[src/serdes_rx_pkg.sv]
// shared constants and types for the serial deserializer receiver
package serdes_rx_pkg;

  localparam int unsigned CHANNELS     = 4;
  localparam int unsigned DESER_FACTOR = 8;    // legal: 4, 7, 8, 10
  localparam int unsigned BUS_WIDTH    = CHANNELS * DESER_FACTOR;
  localparam int unsigned BOOST_FACTOR = 8;    // clock boost W
  localparam int unsigned CNT_W        = 4;
  localparam int unsigned REF_MHZ      = 100;
  localparam int unsigned MAX_RATE_MBPS      = 840;
  localparam int unsigned XBANK_WB_RATE_MBPS = 624;
  localparam int unsigned SLOW_RATE_MBPS     = 462;
  localparam int unsigned LINE_RATE_MBPS     = REF_MHZ * DESER_FACTOR;
  localparam int unsigned ALIGN_HOLD   = 2;    // cycles realign must stand
  localparam int unsigned LOCK_CYCLES  = 16;   // pll settle after enable
  localparam logic [3:0]  SLIP_RESET   = 4'h0;
  localparam logic [3:0]  LOCK_CNT_RST = 4'h0;

  // capture phase selections, edge aligned first as the default
  typedef enum logic [2:0] {
    PH_EDGE, PH_CENTER, PH_45, PH_135, PH_180, PH_225, PH_270, PH_315
  } phase_sel_t;

  // pll output phase in degrees for each selection
  function automatic logic [8:0] phase_deg(input phase_sel_t p);
    unique case (p)
      PH_EDGE:   phase_deg = 9'h000;
      PH_CENTER: phase_deg = 9'h05A;   // 90 degrees
      PH_45:     phase_deg = 9'h02D;
      PH_135:    phase_deg = 9'h087;
      PH_180:    phase_deg = 9'h0B4;
      PH_225:    phase_deg = 9'h0E1;
      PH_270:    phase_deg = 9'h10E;
      PH_315:    phase_deg = 9'h13B;
    endcase
  endfunction

  // placement request of the serving pll
  typedef struct packed {
    logic cross_bank;   // channels span two banks
    logic rx_only;      // pll clocks receive channels only
    logic single_bank;  // all channels fit in one bank
    logic share_tx;     // pll shared with a transmitter
    logic adj_xbank_rx; // neighbour pll clocks cross-bank receivers
    logic wire_bond;    // package is wire bond
  } placement_t;

  // pll status
  typedef struct packed {
    logic       locked;
    logic       align_ok;
    logic       rxload_used;
    logic       txload_used;
    logic [8:0] phase;
  } pll_status_t;

endpackage

[src/serdes_rx.sv]
// multi-channel deserializer receiver with realign and pll model
`timescale 1ns/1ns
// Functional notes
// [RQ1] deserialization factor is 4, 7, 8 or 10, fixed at build
// [RQ2] channel n occupies output bits J*n-1 down to J*(n-1)
// [RQ3] output bus width is channels times deserialization factor
// [RQ4] output clock runs at W/J times reference; words update at that rate
// [RQ5] serial rate exceeds reference rate and stays at or under 840 Mbps
// [RQ6] capture phase selectable, edge aligned default; pll phase follows
// [RQ7] center aligned means 90 degrees after reference edge
// [RQ8] realign input from pin or core drives word boundary logic
// [RQ9] core drives realign synchronous to the output clock
// [RQ10] one pll enable serves all plls; lock output reports lock
// [RQ11] realign uses both load enables; two banks share only two
// [RQ12] realign only when pll is receive-only or one bank suffices
// [RQ13] adjacent center plls may not both clock cross-bank receivers
// [RQ14] cross-bank rate 840 Mbps, 624 Mbps on wire-bond packages
// [RQ15] slow-speed channels guaranteed only up to 462 Mbps
// [RQ16] shared pll serves full receive and transmit channel counts
// [RQ17] core holds realign at least two cycles
// [RQ18] each accepted realign slips every channel one bit
// [RQ19] one whole word per channel per output clock, all together
module serdes_rx
  import serdes_rx_pkg::*;
(
  input  wire logic                 REF_CLK,
  input  wire logic                 SYS_RST,
  input  wire logic [CHANNELS-1:0]  SER_IN,
  input  wire logic                 PLL_ENABLE,
  input  wire logic                 REALIGN,
  input  wire phase_sel_t           PHASE_SEL,
  input  wire placement_t           PLACE,
  output logic [BUS_WIDTH-1:0]      PAR_OUT,
  output logic                      OUT_CLK,
  output logic                      LOCKED,
  output pll_status_t               STATUS,
  output logic                      RATE_ERR
);
  // build time checks on factor and rate
  if (!(DESER_FACTOR inside {4, 7, 8, 10})) begin : g_bad_factor // [RQ1]
    $error("illegal deserialization factor");
  end
  if (LINE_RATE_MBPS <= REF_MHZ ||
      LINE_RATE_MBPS > MAX_RATE_MBPS) begin : g_bad_rate // [RQ5]
    $error("serial rate out of range");
  end

  // pin synchronisers
  logic [CHANNELS-1:0] ser_s1_reg, ser_s2_reg;
  logic [1:0]          en_s_reg, al_s_reg;
  always_ff @(posedge REF_CLK) begin
    if (SYS_RST) begin
      ser_s1_reg <= '0;
      ser_s2_reg <= '0;
      en_s_reg   <= '0;
      al_s_reg   <= '0;
    end else begin
      ser_s1_reg <= SER_IN;
      ser_s2_reg <= ser_s1_reg;
      en_s_reg   <= {en_s_reg[0], PLL_ENABLE};
      al_s_reg   <= {al_s_reg[0], REALIGN}; // [RQ8]
    end
  end
  wire pll_en = en_s_reg[1];
  wire align_in = al_s_reg[1];

  // pll lock counter; one enable for all plls
  logic [3:0] lock_cnt_reg;
  wire        lock_done = (lock_cnt_reg == 4'(LOCK_CYCLES - 1));
  always_ff @(posedge REF_CLK) begin
    if (SYS_RST || !pll_en) begin
      lock_cnt_reg <= LOCK_CNT_RST;
    end else if (!lock_done) begin
      lock_cnt_reg <= lock_cnt_reg + 4'h1; // [RQ10]
    end
  end

  // realign permission and load enable use
  wire align_ok = PLACE.rx_only || PLACE.single_bank;          // [RQ12]
  wire xbank_ok = !(PLACE.cross_bank && PLACE.adj_xbank_rx);   // [RQ13]
  // cross-bank leaves no load enable for a shared transmitter
  wire load_ok  = !(PLACE.cross_bank && PLACE.share_tx);       // [RQ11]
  // realign allowed by placement; rx load enable used only then, tx load enable also when shared with a transmitter
  wire align_allow = align_ok && xbank_ok && load_ok;
  wire align_en    = align_allow && LOCKED;
  // lanes above the slow-lane limit need high-speed pins [RQ15]; not checked, rate_cap never uses SLOW_RATE_MBPS
  wire [9:0] rate_cap = PLACE.cross_bank && PLACE.wire_bond ?
                        10'(XBANK_WB_RATE_MBPS) :
                        10'(MAX_RATE_MBPS);                    // [RQ14]
  wire rate_bad = (10'(LINE_RATE_MBPS) > rate_cap) || !xbank_ok;

  // realign must stand two cycles; one slip per assertion
  logic [1:0] hold_reg;
  logic       fired_reg;
  wire hold_met = (hold_reg >= 2'(ALIGN_HOLD - 1)) && align_in;
  wire slip_req = hold_met && !fired_reg && align_en;          // [RQ17]
  always_ff @(posedge REF_CLK) begin
    if (SYS_RST || !align_in) begin
      hold_reg  <= '0;
      fired_reg <= 1'b0;
    end else begin
      if (hold_reg != 2'h3) hold_reg <= hold_reg + 2'h1;
      if (slip_req) fired_reg <= 1'b1;
    end
  end

  // bit position counter shared by all lanes
  logic [CNT_W-1:0] pos_reg;
  wire              bit_vld = LOCKED;
  always_ff @(posedge REF_CLK) begin
    if (SYS_RST || !LOCKED) begin
      pos_reg <= SLIP_RESET;
    end else if (slip_req) begin
      pos_reg <= pos_reg; // [RQ18]
    end else if (pos_reg == CNT_W'(DESER_FACTOR - 1)) begin
      pos_reg <= '0;
    end else begin
      pos_reg <= pos_reg + CNT_W'(1);
    end
  end

  // one lane per channel
  logic [DESER_FACTOR-1:0] lane_word [CHANNELS];
  logic [CHANNELS-1:0]     lane_vld;
  for (genvar n = 0; n < CHANNELS; n++) begin : g_lane
    serdes_rx_lane u_lane (
      .clk      (REF_CLK),
      .rst      (SYS_RST),
      .bit_in   (ser_s2_reg[n]),
      .bit_vld  (bit_vld),
      .slip     (slip_req),
      .pos      (pos_reg),
      .word_out (lane_word[n]),
      .word_vld (lane_vld[n])
    );
  end

  // pack lanes: channel n+1 at bits J*(n+1)-1 .. J*n
  logic [BUS_WIDTH-1:0] packed_word;
  always_comb begin
    packed_word = '0;
    for (int n = 0; n < CHANNELS; n++) begin
      packed_word[n*DESER_FACTOR +: DESER_FACTOR] = lane_word[n]; // [RQ2]
    end
  end

  // output clock high for first half word; words update together
  wire oclk_next = (pos_reg < CNT_W'(DESER_FACTOR / 2));       // [RQ4]
  always_ff @(posedge REF_CLK) begin
    if (SYS_RST) begin
      PAR_OUT  <= '0;
      OUT_CLK  <= 1'b0;
      LOCKED   <= 1'b0;
      STATUS   <= '0;
      RATE_ERR <= 1'b0;
    end else begin
      if (lane_vld[0]) PAR_OUT <= packed_word; // [RQ19] [RQ3]
      OUT_CLK  <= LOCKED && oclk_next;
      LOCKED   <= pll_en && lock_done;         // [RQ10]
      RATE_ERR <= rate_bad;
      STATUS.locked      <= pll_en && lock_done;
      STATUS.align_ok    <= align_allow;
      STATUS.rxload_used <= align_allow;       // [RQ11]
      STATUS.txload_used <= align_allow || PLACE.share_tx; // [RQ16]
      STATUS.phase       <= phase_deg(PHASE_SEL); // [RQ6] [RQ7]
    end
  end

  // assertions
  property p_lock_needs_en;
    @(posedge REF_CLK) disable iff (SYS_RST)
      !pll_en |=> !LOCKED;
  endproperty
  a_lock_needs_en: assert property (p_lock_needs_en) // [RQ10]
    else $error("locked without enable");

  property p_slip_hold;
    @(posedge REF_CLK) disable iff (SYS_RST)
      slip_req |-> $past(align_in) && align_in;
  endproperty
  a_slip_hold: assert property (p_slip_hold) // [RQ17]
    else $error("slip without two-cycle realign");

  property p_slip_gate;
    @(posedge REF_CLK) disable iff (SYS_RST)
      slip_req |-> (PLACE.rx_only || PLACE.single_bank);
  endproperty
  a_slip_gate: assert property (p_slip_gate) // [RQ12]
    else $error("slip on forbidden placement");

  property p_one_slip;
    @(posedge REF_CLK) disable iff (SYS_RST)
      slip_req |=> !slip_req;
  endproperty
  a_one_slip: assert property (p_one_slip) // [RQ18]
    else $error("double slip per request");

  property p_slip_hold_pos;
    @(posedge REF_CLK) disable iff (SYS_RST)
      slip_req && LOCKED |=> pos_reg == $past(pos_reg);
  endproperty
  a_slip_hold_pos: assert property (p_slip_hold_pos) // [RQ18]
    else $error("slip did not hold position");

  property p_lanes_together;
    @(posedge REF_CLK) disable iff (SYS_RST)
      lane_vld[0] |-> &lane_vld;
  endproperty
  a_lanes_together: assert property (p_lanes_together) // [RQ19]
    else $error("lanes out of step");

  property p_word_spacing;
    @(posedge REF_CLK) disable iff (SYS_RST)
      lane_vld[0] && !slip_req |=> !lane_vld[0] [*7];
  endproperty
  a_word_spacing: assert property (p_word_spacing) // [RQ4]
    else $error("word rate wrong");

  property p_out_update;
    @(posedge REF_CLK) disable iff (SYS_RST)
      lane_vld[0] |=> PAR_OUT[DESER_FACTOR-1:0] == $past(lane_word[0]);
  endproperty
  a_out_update: assert property (p_out_update) // [RQ2]
    else $error("channel one not at low bits");

  property p_center;
    @(posedge REF_CLK) disable iff (SYS_RST)
      PHASE_SEL == PH_CENTER |=> STATUS.phase == 9'h05A;
  endproperty
  a_center: assert property (p_center) // [RQ7]
    else $error("center phase not 90 degrees");

  property p_xbank_rate;
    @(posedge REF_CLK) disable iff (SYS_RST)
      PLACE.cross_bank && PLACE.adj_xbank_rx |=> RATE_ERR;
  endproperty
  a_xbank_rate: assert property (p_xbank_rate) // [RQ13]
    else $error("adjacent cross-bank not flagged");

  c_lock: cover property (@(posedge REF_CLK) $rose(LOCKED));
  c_slip: cover property (@(posedge REF_CLK) slip_req);
  c_word: cover property (@(posedge REF_CLK) lane_vld[0]);
endmodule

[src/serdes_rx_lane.sv]
// one lane: shift register with a word boundary slip
`timescale 1ns/1ns
module serdes_rx_lane
  import serdes_rx_pkg::*;
(
  input  wire logic                    clk,
  input  wire logic                    rst,
  input  wire logic                    bit_in,
  input  wire logic                    bit_vld,
  input  wire logic                    slip,
  input  wire logic [CNT_W-1:0]        pos,
  output logic      [DESER_FACTOR-1:0] word_out,
  output logic                         word_vld
);
  logic [DESER_FACTOR-1:0] shift_reg;

  // newest bit enters at the lsb, first bit ends at the msb
  always_ff @(posedge clk) begin
    if (rst) begin
      shift_reg <= '0;
    end else if (bit_vld) begin
      shift_reg <= {shift_reg[DESER_FACTOR-2:0], bit_in};
    end
  end

  // word closes when the bit count wraps; slip delays it one bit
  wire word_done = bit_vld && !slip &&
                   (pos == CNT_W'(DESER_FACTOR - 1));

  always_ff @(posedge clk) begin
    if (rst) begin
      word_out <= '0;
      word_vld <= 1'b0;
    end else begin
      word_vld <= word_done;
      if (word_done) begin
        word_out <= {shift_reg[DESER_FACTOR-2:0], bit_in};
      end
    end
  end
endmodule

[config.mk]
export PLATFORM = sky130hd
export DESIGN_NAME = serdes_rx
export DESIGN_NICKNAME = d
export VERILOG_FILES = /design/src/serdes_rx_pkg.sv /design/src/serdes_rx.sv /design/src/serdes_rx_lane.sv
export SDC_FILE = /design/constraint.sdc
export NUM_CORES = 1
export LEC_CHECK = 0
export ABC_AREA = 1
export BUFFER_PORTS_ARGS = -buffer_cell sky130_fd_sc_hd__buf_2
export CAP_MARGIN = 20
export CORE_MARGIN = 4
export CORE_UTILIZATION = 29
export DETAILED_ROUTE_END_ITERATION = 6
export REMOVE_ABC_BUFFERS = 1
export SLEW_MARGIN = 0
export SYNTH_ARGS = -nofsm -noshare
export SYNTH_HDL_FRONTEND = slang
export SYNTH_SLANG_ARGS = --single-unit
export TNS_END_PERCENT = 10
[constraint.sdc]
create_clock -name REF_CLK -period 2.53 [get_ports REF_CLK]
set_input_delay 0.1265 -clock REF_CLK [delete_from_list [all_inputs] [get_ports REF_CLK]]
set_output_delay 0.1265 -clock REF_CLK [all_outputs]
set_load 0.01 [all_outputs]
==> results of run 1 <==
-- cell families after synthesis --
family	Yosys count	share of synthesized area, %
AND/OR/NAND/NOR	226	20.48
adder cells (fa/ha/maj)	8	2.193
AO/OA/AOI/OAI	110	12.83
buffers and inverters	78	7.292
XOR/XNOR	1	0.1919
flip-flops	130	57.02
-- timing repair --
| action | CTS | global route |
|---|---|---|
| resized for setup | 0 | 0 |
| setup buffers | 0 | 0 |
| endpoints found under the hold margin | 11 | 0 |
| hold buffers | 11 | 0 |
-- synthesized netlist by cell type --
library cell | number | area share, %
nor2_1 | 103 | 8.5
nand2_1 | 78 | 6.4
nand3_1 | 37 | 4.1
buf_2 | 11 | 1.2
buf_6 | 1 | 0.25
o21ai_1 | 2 | 0.22
buf_4 | 5 | 0.82
ha_1 | 8 | 2.2
clkbuf_1 | 16 | 1.3
nor2_4 | 2 | 0.49
xor2_1 | 1 | 0.19
inv_1 | 42 | 3.5
o21ai_0 | 53 | 5.8
a21oi_1 | 41 | 4.5
nor3_1 | 2 | 0.22
dfxtp_1 | 130 | 57
buf_1 | 2 | 0.16
nand2_4 | 1 | 0.25
or2_1 | 1 | 0.14
a211oi_1 | 14 | 2.3
clkinv_1 | 1 | 0.082
nand3_2 | 2 | 0.44
-- report_power, final --
part	switching (W)	leakage (nW)	internal, W
Sequential	0.00000727	1.05	0.00207
Clock	0.000854	0.266	0.00145
Combinational	0.0000721	1.24	0.0000481
Total	0.000933	2.56	0.00357
-- per-stage QoR --
step	utilization [%]	hold slack, ns
after detailed placement	32.89	0.3368
after CTS	37.25	0.007083
after global routing	37.25	0.03132
after floorplan	-	0.1956
final	37.25	0.02458
after global placement	32.89	0.3357
-- final timing paths --
kind	from	slack, ns	end	cells after the start
worst max-delay path	pos_reg[0]	0.50	g_lane[0].u_lane.word_out[0]	7
worst min register to register	en_s_reg[0]	0.40	en_s_reg[1]	2
worst min-delay path	PHASE_SEL[2]	0.02	STATUS[5]	2
worst max register to register	pos_reg[0]	0.50	g_lane[0].u_lane.word_out[0]	7
-- per-layer routing --
metal / vias up / global-route usage, % / share of wire [%]
met2: 63 / 17.64 / 44
met4: 0 / 4.457 / 1.1
met3: 9 / 4.834 / 6.0
met1: 1587 / 13.93 / 49
met5: - / 0 / 0
li1: 1915 / - / -
-- layout make-up --
cell class,instances,area (µm²)
clock buffers,19,442.9
clock inverters,11,115.1
fillers,1603,9609
inverters,43,161.4
multi-input cells,345,1629
flip-flops and latches,130,2603
well taps,211,264.0
repair buffers,83,490.5
==> out/metrics.yaml, run 1 <==
setup_tns_ns: 0
critPathMaxStageDelay_ns: 0.50
cts_buffers: 17
cts_max_level: 4
crit_path_end_kind: "flip-flop"
crit_family: "simple AND/OR/NAND/NOR gates"
max-vdd-ir-drop_mv: 0.4492
finalCritPeriodShare_pct: 80.28
p_leak_nw: 2.563
gp_congestion: 0.7253
diodes: 0
dieWidth_um: 133.5
total_power_w: 0.004503
drc: 0
crit_type: "reg -> reg"
row_count: 45
place_area_um2: 5037
syn2layout_area_growth_pct: 25.00
wl_mm: 9.692
core-area_um2: 15310
status: "completed"
hpwlAfterDp_mm: 6.062
report.final.slew_viol_count: 0
final_common_cell: "dfxtp_1"
drtPass1Iterations: 4
setup_slack_ns: 0.4989
dp_cells: 801
startpoint_type: "flip-flop"
grt_max_degree: 34
netlist_area_um2: 4564
min_path_type: "in -> reg"
yosysUniqueCellTypes: 22
finalSetupViolCount: 0
crit_fanout: 33
final_cell_mix: "dfxtp_1 (130), nor2_1 (103), nand2_1 (78)"
die_h_um: 133.5
portBuffers: 64
worstPathCellList: "ha_1 -> nand3_2 -> nor2_4 -> nand2_4 -> nor2_4 -> nand2_1 -> nand2_1"
powerDensity_nw_per_um2: 789.2
syn_avg_cell_area_um2: 8.254
ant_nets: 0
syn_inst: 553
instances_no_fill: 842
crit_required_ns: 2.88
grt-ovfl-total: 0
cts_tree: "yes"
drive_gt1_share_pct: 16.96
dr_total_vias: 3574
grt_pass1_wl_mm: 16.26
clkTransAtPathRegs_ns: 0.05
worstMarginPinSlew_ns: 1.010
fmax_mhz: 492.3
ios: 65
grt_pass1_vias: 3471
post-route-min-period_ns: 2.031
dp_slack_ns: 0.4841
wl_per_cell_um: 11.51
hold_viol: 0
clk_latency_ns: 0.41
dieArea_um2: 17810
cts_root_buf: "clkbuf_16"
final_area_um2: 5705
start_util_pct: 29.80
arrival_ns: 2.38
antenna_found_initial: 0
finalNetCount: 645
clock_path_buffers: 2
slew_headroom_pct: 32.59
path_buf_inv: 0
rsz0062_at_grt: "false"
drv_cap: 0
viasPerCell: 4.245
cts.sinks: 130
ys_seq_area_share_pct: 57.02
yosys_warnings: 0
fin_skew_ns: 0.005244
cp_slowest_cell: "nor2_4"
drtIter0Drc: 164
track_usage_pct: 11.34
synth-seq-cells: 130
No activity file was read; power rests on OpenSTA's default activity.
==> inputs of run 2 (changes only) <==
- clock period: 2.53 -> 2 ns (I/O delays scaled with it)
==> run 2 against run 1 <==
Effect of this change: sequential cell count unchanged; power up 34%; register-to-register slack worse by 0.22 ns; largest cell class unchanged; highest routed layer unchanged; global-route usage up 0.27 points.
==> out/metrics.yaml, run 2 (same netlist as run 1, synthesis figures left out) <==
track_usage_pct: 11.61
rr_worst_depth: 7
cts.sinks: 130
report.final.slew_viol_count: 0
gp_congestion: 0.6982
min_path_type: "in -> reg"
syn2layout_area_growth_pct: 28.26
multiInputGateArea_um2: 1629
ios: 65
status: "completed"
p_clk_share_pct: 54.0
gr-usage-met1_pct: 14.71
clkTransAtPathRegs_ns: 0.06
crit_fanout: 23
portBuffers: 64
min_path_cells: 4
drv_cap: 0
drive_gt1_share_pct: 17.55
finalCritPeriodShare_pct: 86.24
p_sw_share_pct: 20.15
crit_required_ns: 2.36
dieWidth_um: 133.5
fin_skew_ns: 0.005368
power.internal_w: 0.004833
worstMarginPinSlew_ns: 0.4973
top_usage_layer: "met2"
finalNetCount: 650
hold_viol: 0
crit_type: "reg -> reg"
startpoint_type: "flip-flop"
drc: 0
final_cell_mix: "dfxtp_1 (130), nor2_1 (103), nand2_1 (78)"
diodes: 0
max-vdd-ir-drop_mv: 0.5865
p_sw_w: 0.001220
p_leak_nw: 2.637
die_h_um: 133.5
ant_nets: 0
r2r_slack_ns: 0.28
post-route-min-period_ns: 1.725
cts_root_buf: "clkbuf_16"
viasPerCell: 4.219
clk_latency_ns: 0.41
start_util_pct: 29.80
grt_pass1_wl_mm: 16.64
total_power_w: 0.006053
cts_max_level: 4
clock_path_buffers: 2
ff_latch_area_um2: 2603
wl_per_cell_um: 11.31
dr_total_vias: 3582
arrival_ns: 2.08
fmax_mhz: 579.8
final_common_cell: "dfxtp_1"
gr-usage-met2_pct: 17.92
comb_power_share_pct: 2.6
hpwlAfterDp_mm: 6.108
drtPass1Iterations: 4
crit_path_end_kind: "flip-flop"
grt-ovfl-total: 0
cts_tree: "yes"
row_count: 45
wl_mm: 9.605
finalSetupViolCount: 0
setup_tns_ns: 0
core-area_um2: 15310
powerDensity_nw_per_um2: 1034
grt_max_degree: 53
drtIter0Drc: 138
fillerInstances: 1622
dieArea_um2: 17810
slew_headroom_pct: 66.77
grt_pass1_vias: 3537
grt.met3_usage_pct: 4.834
antenna_found_initial: 0
cts_buffers: 17
seq_power_share_pct: 43.4
rsz0062_at_grt: "false"
[run 2: timing repair]
action                                  CTS  global route
gates resized for setup                   0             0
hold buffers                             14             0
endpoints found under the setup margin    0             0
setup buffers                             0             0
hold endpoints to repair                 14             0
[run 2: cell type report]
class / count / area share [%]
multi-input cells: 345 / 27.83
flip-flops and latches: 130 / 44.45
clock inverters: 13 / 3.142
well taps: 211 / 4.510
inverters: 43 / 2.757
clock buffers: 19 / 7.737
repair buffers: 88 / 9.575
[run 2: worst max-delay path, stage by stage, from the launching register on]
cell     delay (ns)
dfxtp_1        0.35
ha_1           0.22
nand3_2        0.13
nor2_4         0.13
nand2_4        0.18
nor2_4         0.45
nand2_1        0.12
nand2_1        0.08
[run 2: path summary, 6_finish.rpt]
kind                             endpoint         from
min                            STATUS[10]     PLACE[5]
max reg2reg  g_lane[3].u_lane.word_out[5]   pos_reg[1]
max          g_lane[3].u_lane.word_out[5]   pos_reg[1]
min reg2reg                   en_s_reg[1]  en_s_reg[0]
[run 2: layer usage]
layer  vias up  part of all wire [%]
met5         -                     0
met4         0                   1.1
met3        11                   5.2
met2        64                    45
met1      1585                    49
li1       1922                     -
[run 2: metrics by stage]
stage | utilization, % | hold slack [ns] | cells | cell area, µm² | worst slack (ns)
after floorplan | - | 0.1691 | 518 | 4393 | -0.5178
after global placement | 33.15 | 0.3066 | 803 | 5077 | 0.3158
after detailed placement | 33.15 | 0.3105 | 803 | 5077 | 0.2570
after CTS | 38.23 | 0.09083 | 849 | 5854 | 0.2418
after global routing | 38.23 | 0.1174 | 849 | 5854 | 0.05206
final | 38.23 | 0.1032 | 849 | 5854 | 0.2753
[run 2: power by group through the flow]
| stage | Sequential (W) | Clock [W] | Combinational [W] |
|---|---|---|---|
| floorplan | 0.00269 | 0 | 0.0000501 |
| global placement | 0.00268 | 0 | 0.000138 |
| detailed placement | 0.00268 | 0 | 0.000138 |
| CTS | 0.00263 | 0.00335 | 0.000160 |
| global route | 0.00263 | 0.00348 | 0.000181 |
| finish | 0.00263 | 0.00327 | 0.000158 |
==> inputs of run 3 (changes only) <==
- CTS_CLUSTER_DIAMETER: default -> 150
- SYNTH_HIERARCHICAL: default -> 1
==> run 3 against run 2 <==
Effect of this change: core utilization fell by 1.2 points; highest routed layer unchanged; die area rose by 7.4%; sequential power barely moved; sequential cell count did not move; sequential share of layout area fell by 2.1 points; non-clock buffer count did not move; clock skew rose by 0.00081 ns; worst hold slack got worse by 0.073 ns; synthesized cell count rose by 13%; maximum frequency barely moved.
==> out/metrics.yaml, run 3 <==
postCtsHoldBufs: 14
gp_congestion: 0.7358
viasPerCell: 4.269
drv_cap: 0
netlist_area_um2: 4923
min_path_type: "in -> reg"
report.final.slew_viol_count: 0
rsz0062_at_grt: "false"
postLayoutCoreUtil_pct: 37.05
antenna_found_initial: 0
clk_latency_ns: 0.42
dieArea_um2: 19130
clkTransAtPathRegs_ns: 0.05
r2r_slack_ns: 0.28
wl_mm: 10.21
syn2layout_area_growth_pct: 24.80
setup_tns_ns: 0
p_leak_nw: 2.722
fin_skew_ns: 0.006179
crit_required_ns: 2.31
rr_startpoint: "hold_reg[0]"
min_path_cells: 4
finalNetCount: 725
drc: 0
min_to: "STATUS[10]"
r2r-end: "g_lane[0].u_lane/word_out[5]"
grt-ovfl-total: 0
hpwlAfterDp_mm: 6.532
fmax_mhz: 580.3
syn_inst: 624
yosys_warnings: 6
slew_headroom_pct: 56.80
cts_max_level: 4
max-vdd-ir-drop_mv: 0.5686
grt_max_degree: 36
finalSetupViolCount: 0
die_h_um: 138.3
min_from: "PLACE[5]"
cts_tree: "yes"
diodes: 0
worstMarginPinSlew_ns: 0.6473
hold_viol: 0
post-route-min-period_ns: 1.723
cts_buffers: 17
finalCritPeriodShare_pct: 86.16
startpoint_type: "flip-flop"
ios: 65
crit_fanout: 17
cts_root_buf: "clkbuf_16"
crit_type: "reg -> reg"
track_usage_pct: 11.34
final_cell_mix: "dfxtp_1 (129), nor2_1 (120), a21oi_1 (73)"
powerDensity_nw_per_um2: 955.0
drive_gt1_share_pct: 17.11
dr_total_vias: 3983
portBuffers: 64
crit_path_end_kind: "flip-flop"
cts_setup_buffers: 0
final_common_cell: "dfxtp_1"
cts-resized-gates: 0
arrival_ns: 2.03
clock_path_buffers: 2
drtPass1Iterations: 4
dieWidth_um: 138.3
rr_worst_depth: 13
row_count: 47
wl_per_cell_um: 10.94
grt_pass1_vias: 3802
syn_avg_cell_area_um2: 7.890
cts.sinks: 130
ant_nets: 0
core-area_um2: 16580
drtIter0Drc: 237
grt_pass1_wl_mm: 17.97
start_util_pct: 29.69
status: "completed"
==> run 3: critical path, cell delays in order, from the launching register on <==
cell      delay [ns]
dfxtp_1         0.33
inv_1           0.06
ha_1            0.13
inv_1           0.03
nand2_1         0.09
nor2_4          0.05
nand3_4         0.09
clkinv_2        0.11
inv_1           0.06
nand2_1         0.07
nor2_4          0.33
nand3_1         0.13
nand2_1         0.09
nor2_1          0.04
==> run 3: worst max-delay path by stage <==
stage | to | slack, ns | cells past startpoint | startpoint
final | g_lane[0].u_lane/word_out[5] | 0.28 | 13 | hold_reg[0]
after global routing | g_lane[2].u_lane/word_out[4] | 0.10 | 13 | hold_reg[1]
after CTS | g_lane[0].u_lane/word_out[5] | 0.27 | 13 | hold_reg[0]
after detailed placement | g_lane[0].u_lane/word_out[7] | 0.31 | 13 | hold_reg[0]
after global placement | g_lane[3].u_lane/word_out[1] | 0.32 | 13 | hold_reg[0]
after floorplan | g_lane[0].u_lane/word_out[0] | -0.38 | 9 | STATUS[12]
==> run 3: per-stage QoR <==
step	total power, W	cell area, µm²	cells	worst slack, ns	hold WS, ns
after floorplan	0.002762	4740	593	-0.3811	0.1691
after global placement	0.002837	5411	887	0.3154	0.3083
after detailed placement	0.002837	5411	887	0.3099	0.3098
after CTS	0.005966	6145	933	0.2674	0.004692
after global routing	0.006116	6145	933	0.1045	0.02713
final	0.005868	6145	933	0.2767	0.03004
==> run 3: per-layer routing <==
metal | global-route usage [%] | share of wire, % | up-vias
met3 | 4.144 | 5.5 | 16
li1 | - | - | 2151
met5 | 0 | 0 | -
met4 | 4.836 | 2.0 | 0
met2 | 16.91 | 42 | 81
met1 | 14.82 | 50 | 1735
==> run 3: final cells by class <==
type,count,area [µm²]
fillers,1776,10440
repair buffers,88,535.5
clock buffers,24,491.7
flip-flops and latches,130,2604
inverters,75,282.8
multi-input cells,388,1854
clock inverters,8,101.3
well taps,220,275.3
==> run 3: power by group <==
group,leakage [nW],total [W],switching [W],internal (W)
sequential,1.05,0.00263,0.00000777,0.00262
clock,0.282,0.00307,0.00110,0.00196
combinational,1.39,0.000174,0.000102,0.0000725
total,2.72,0.00587,0.00121,0.00465
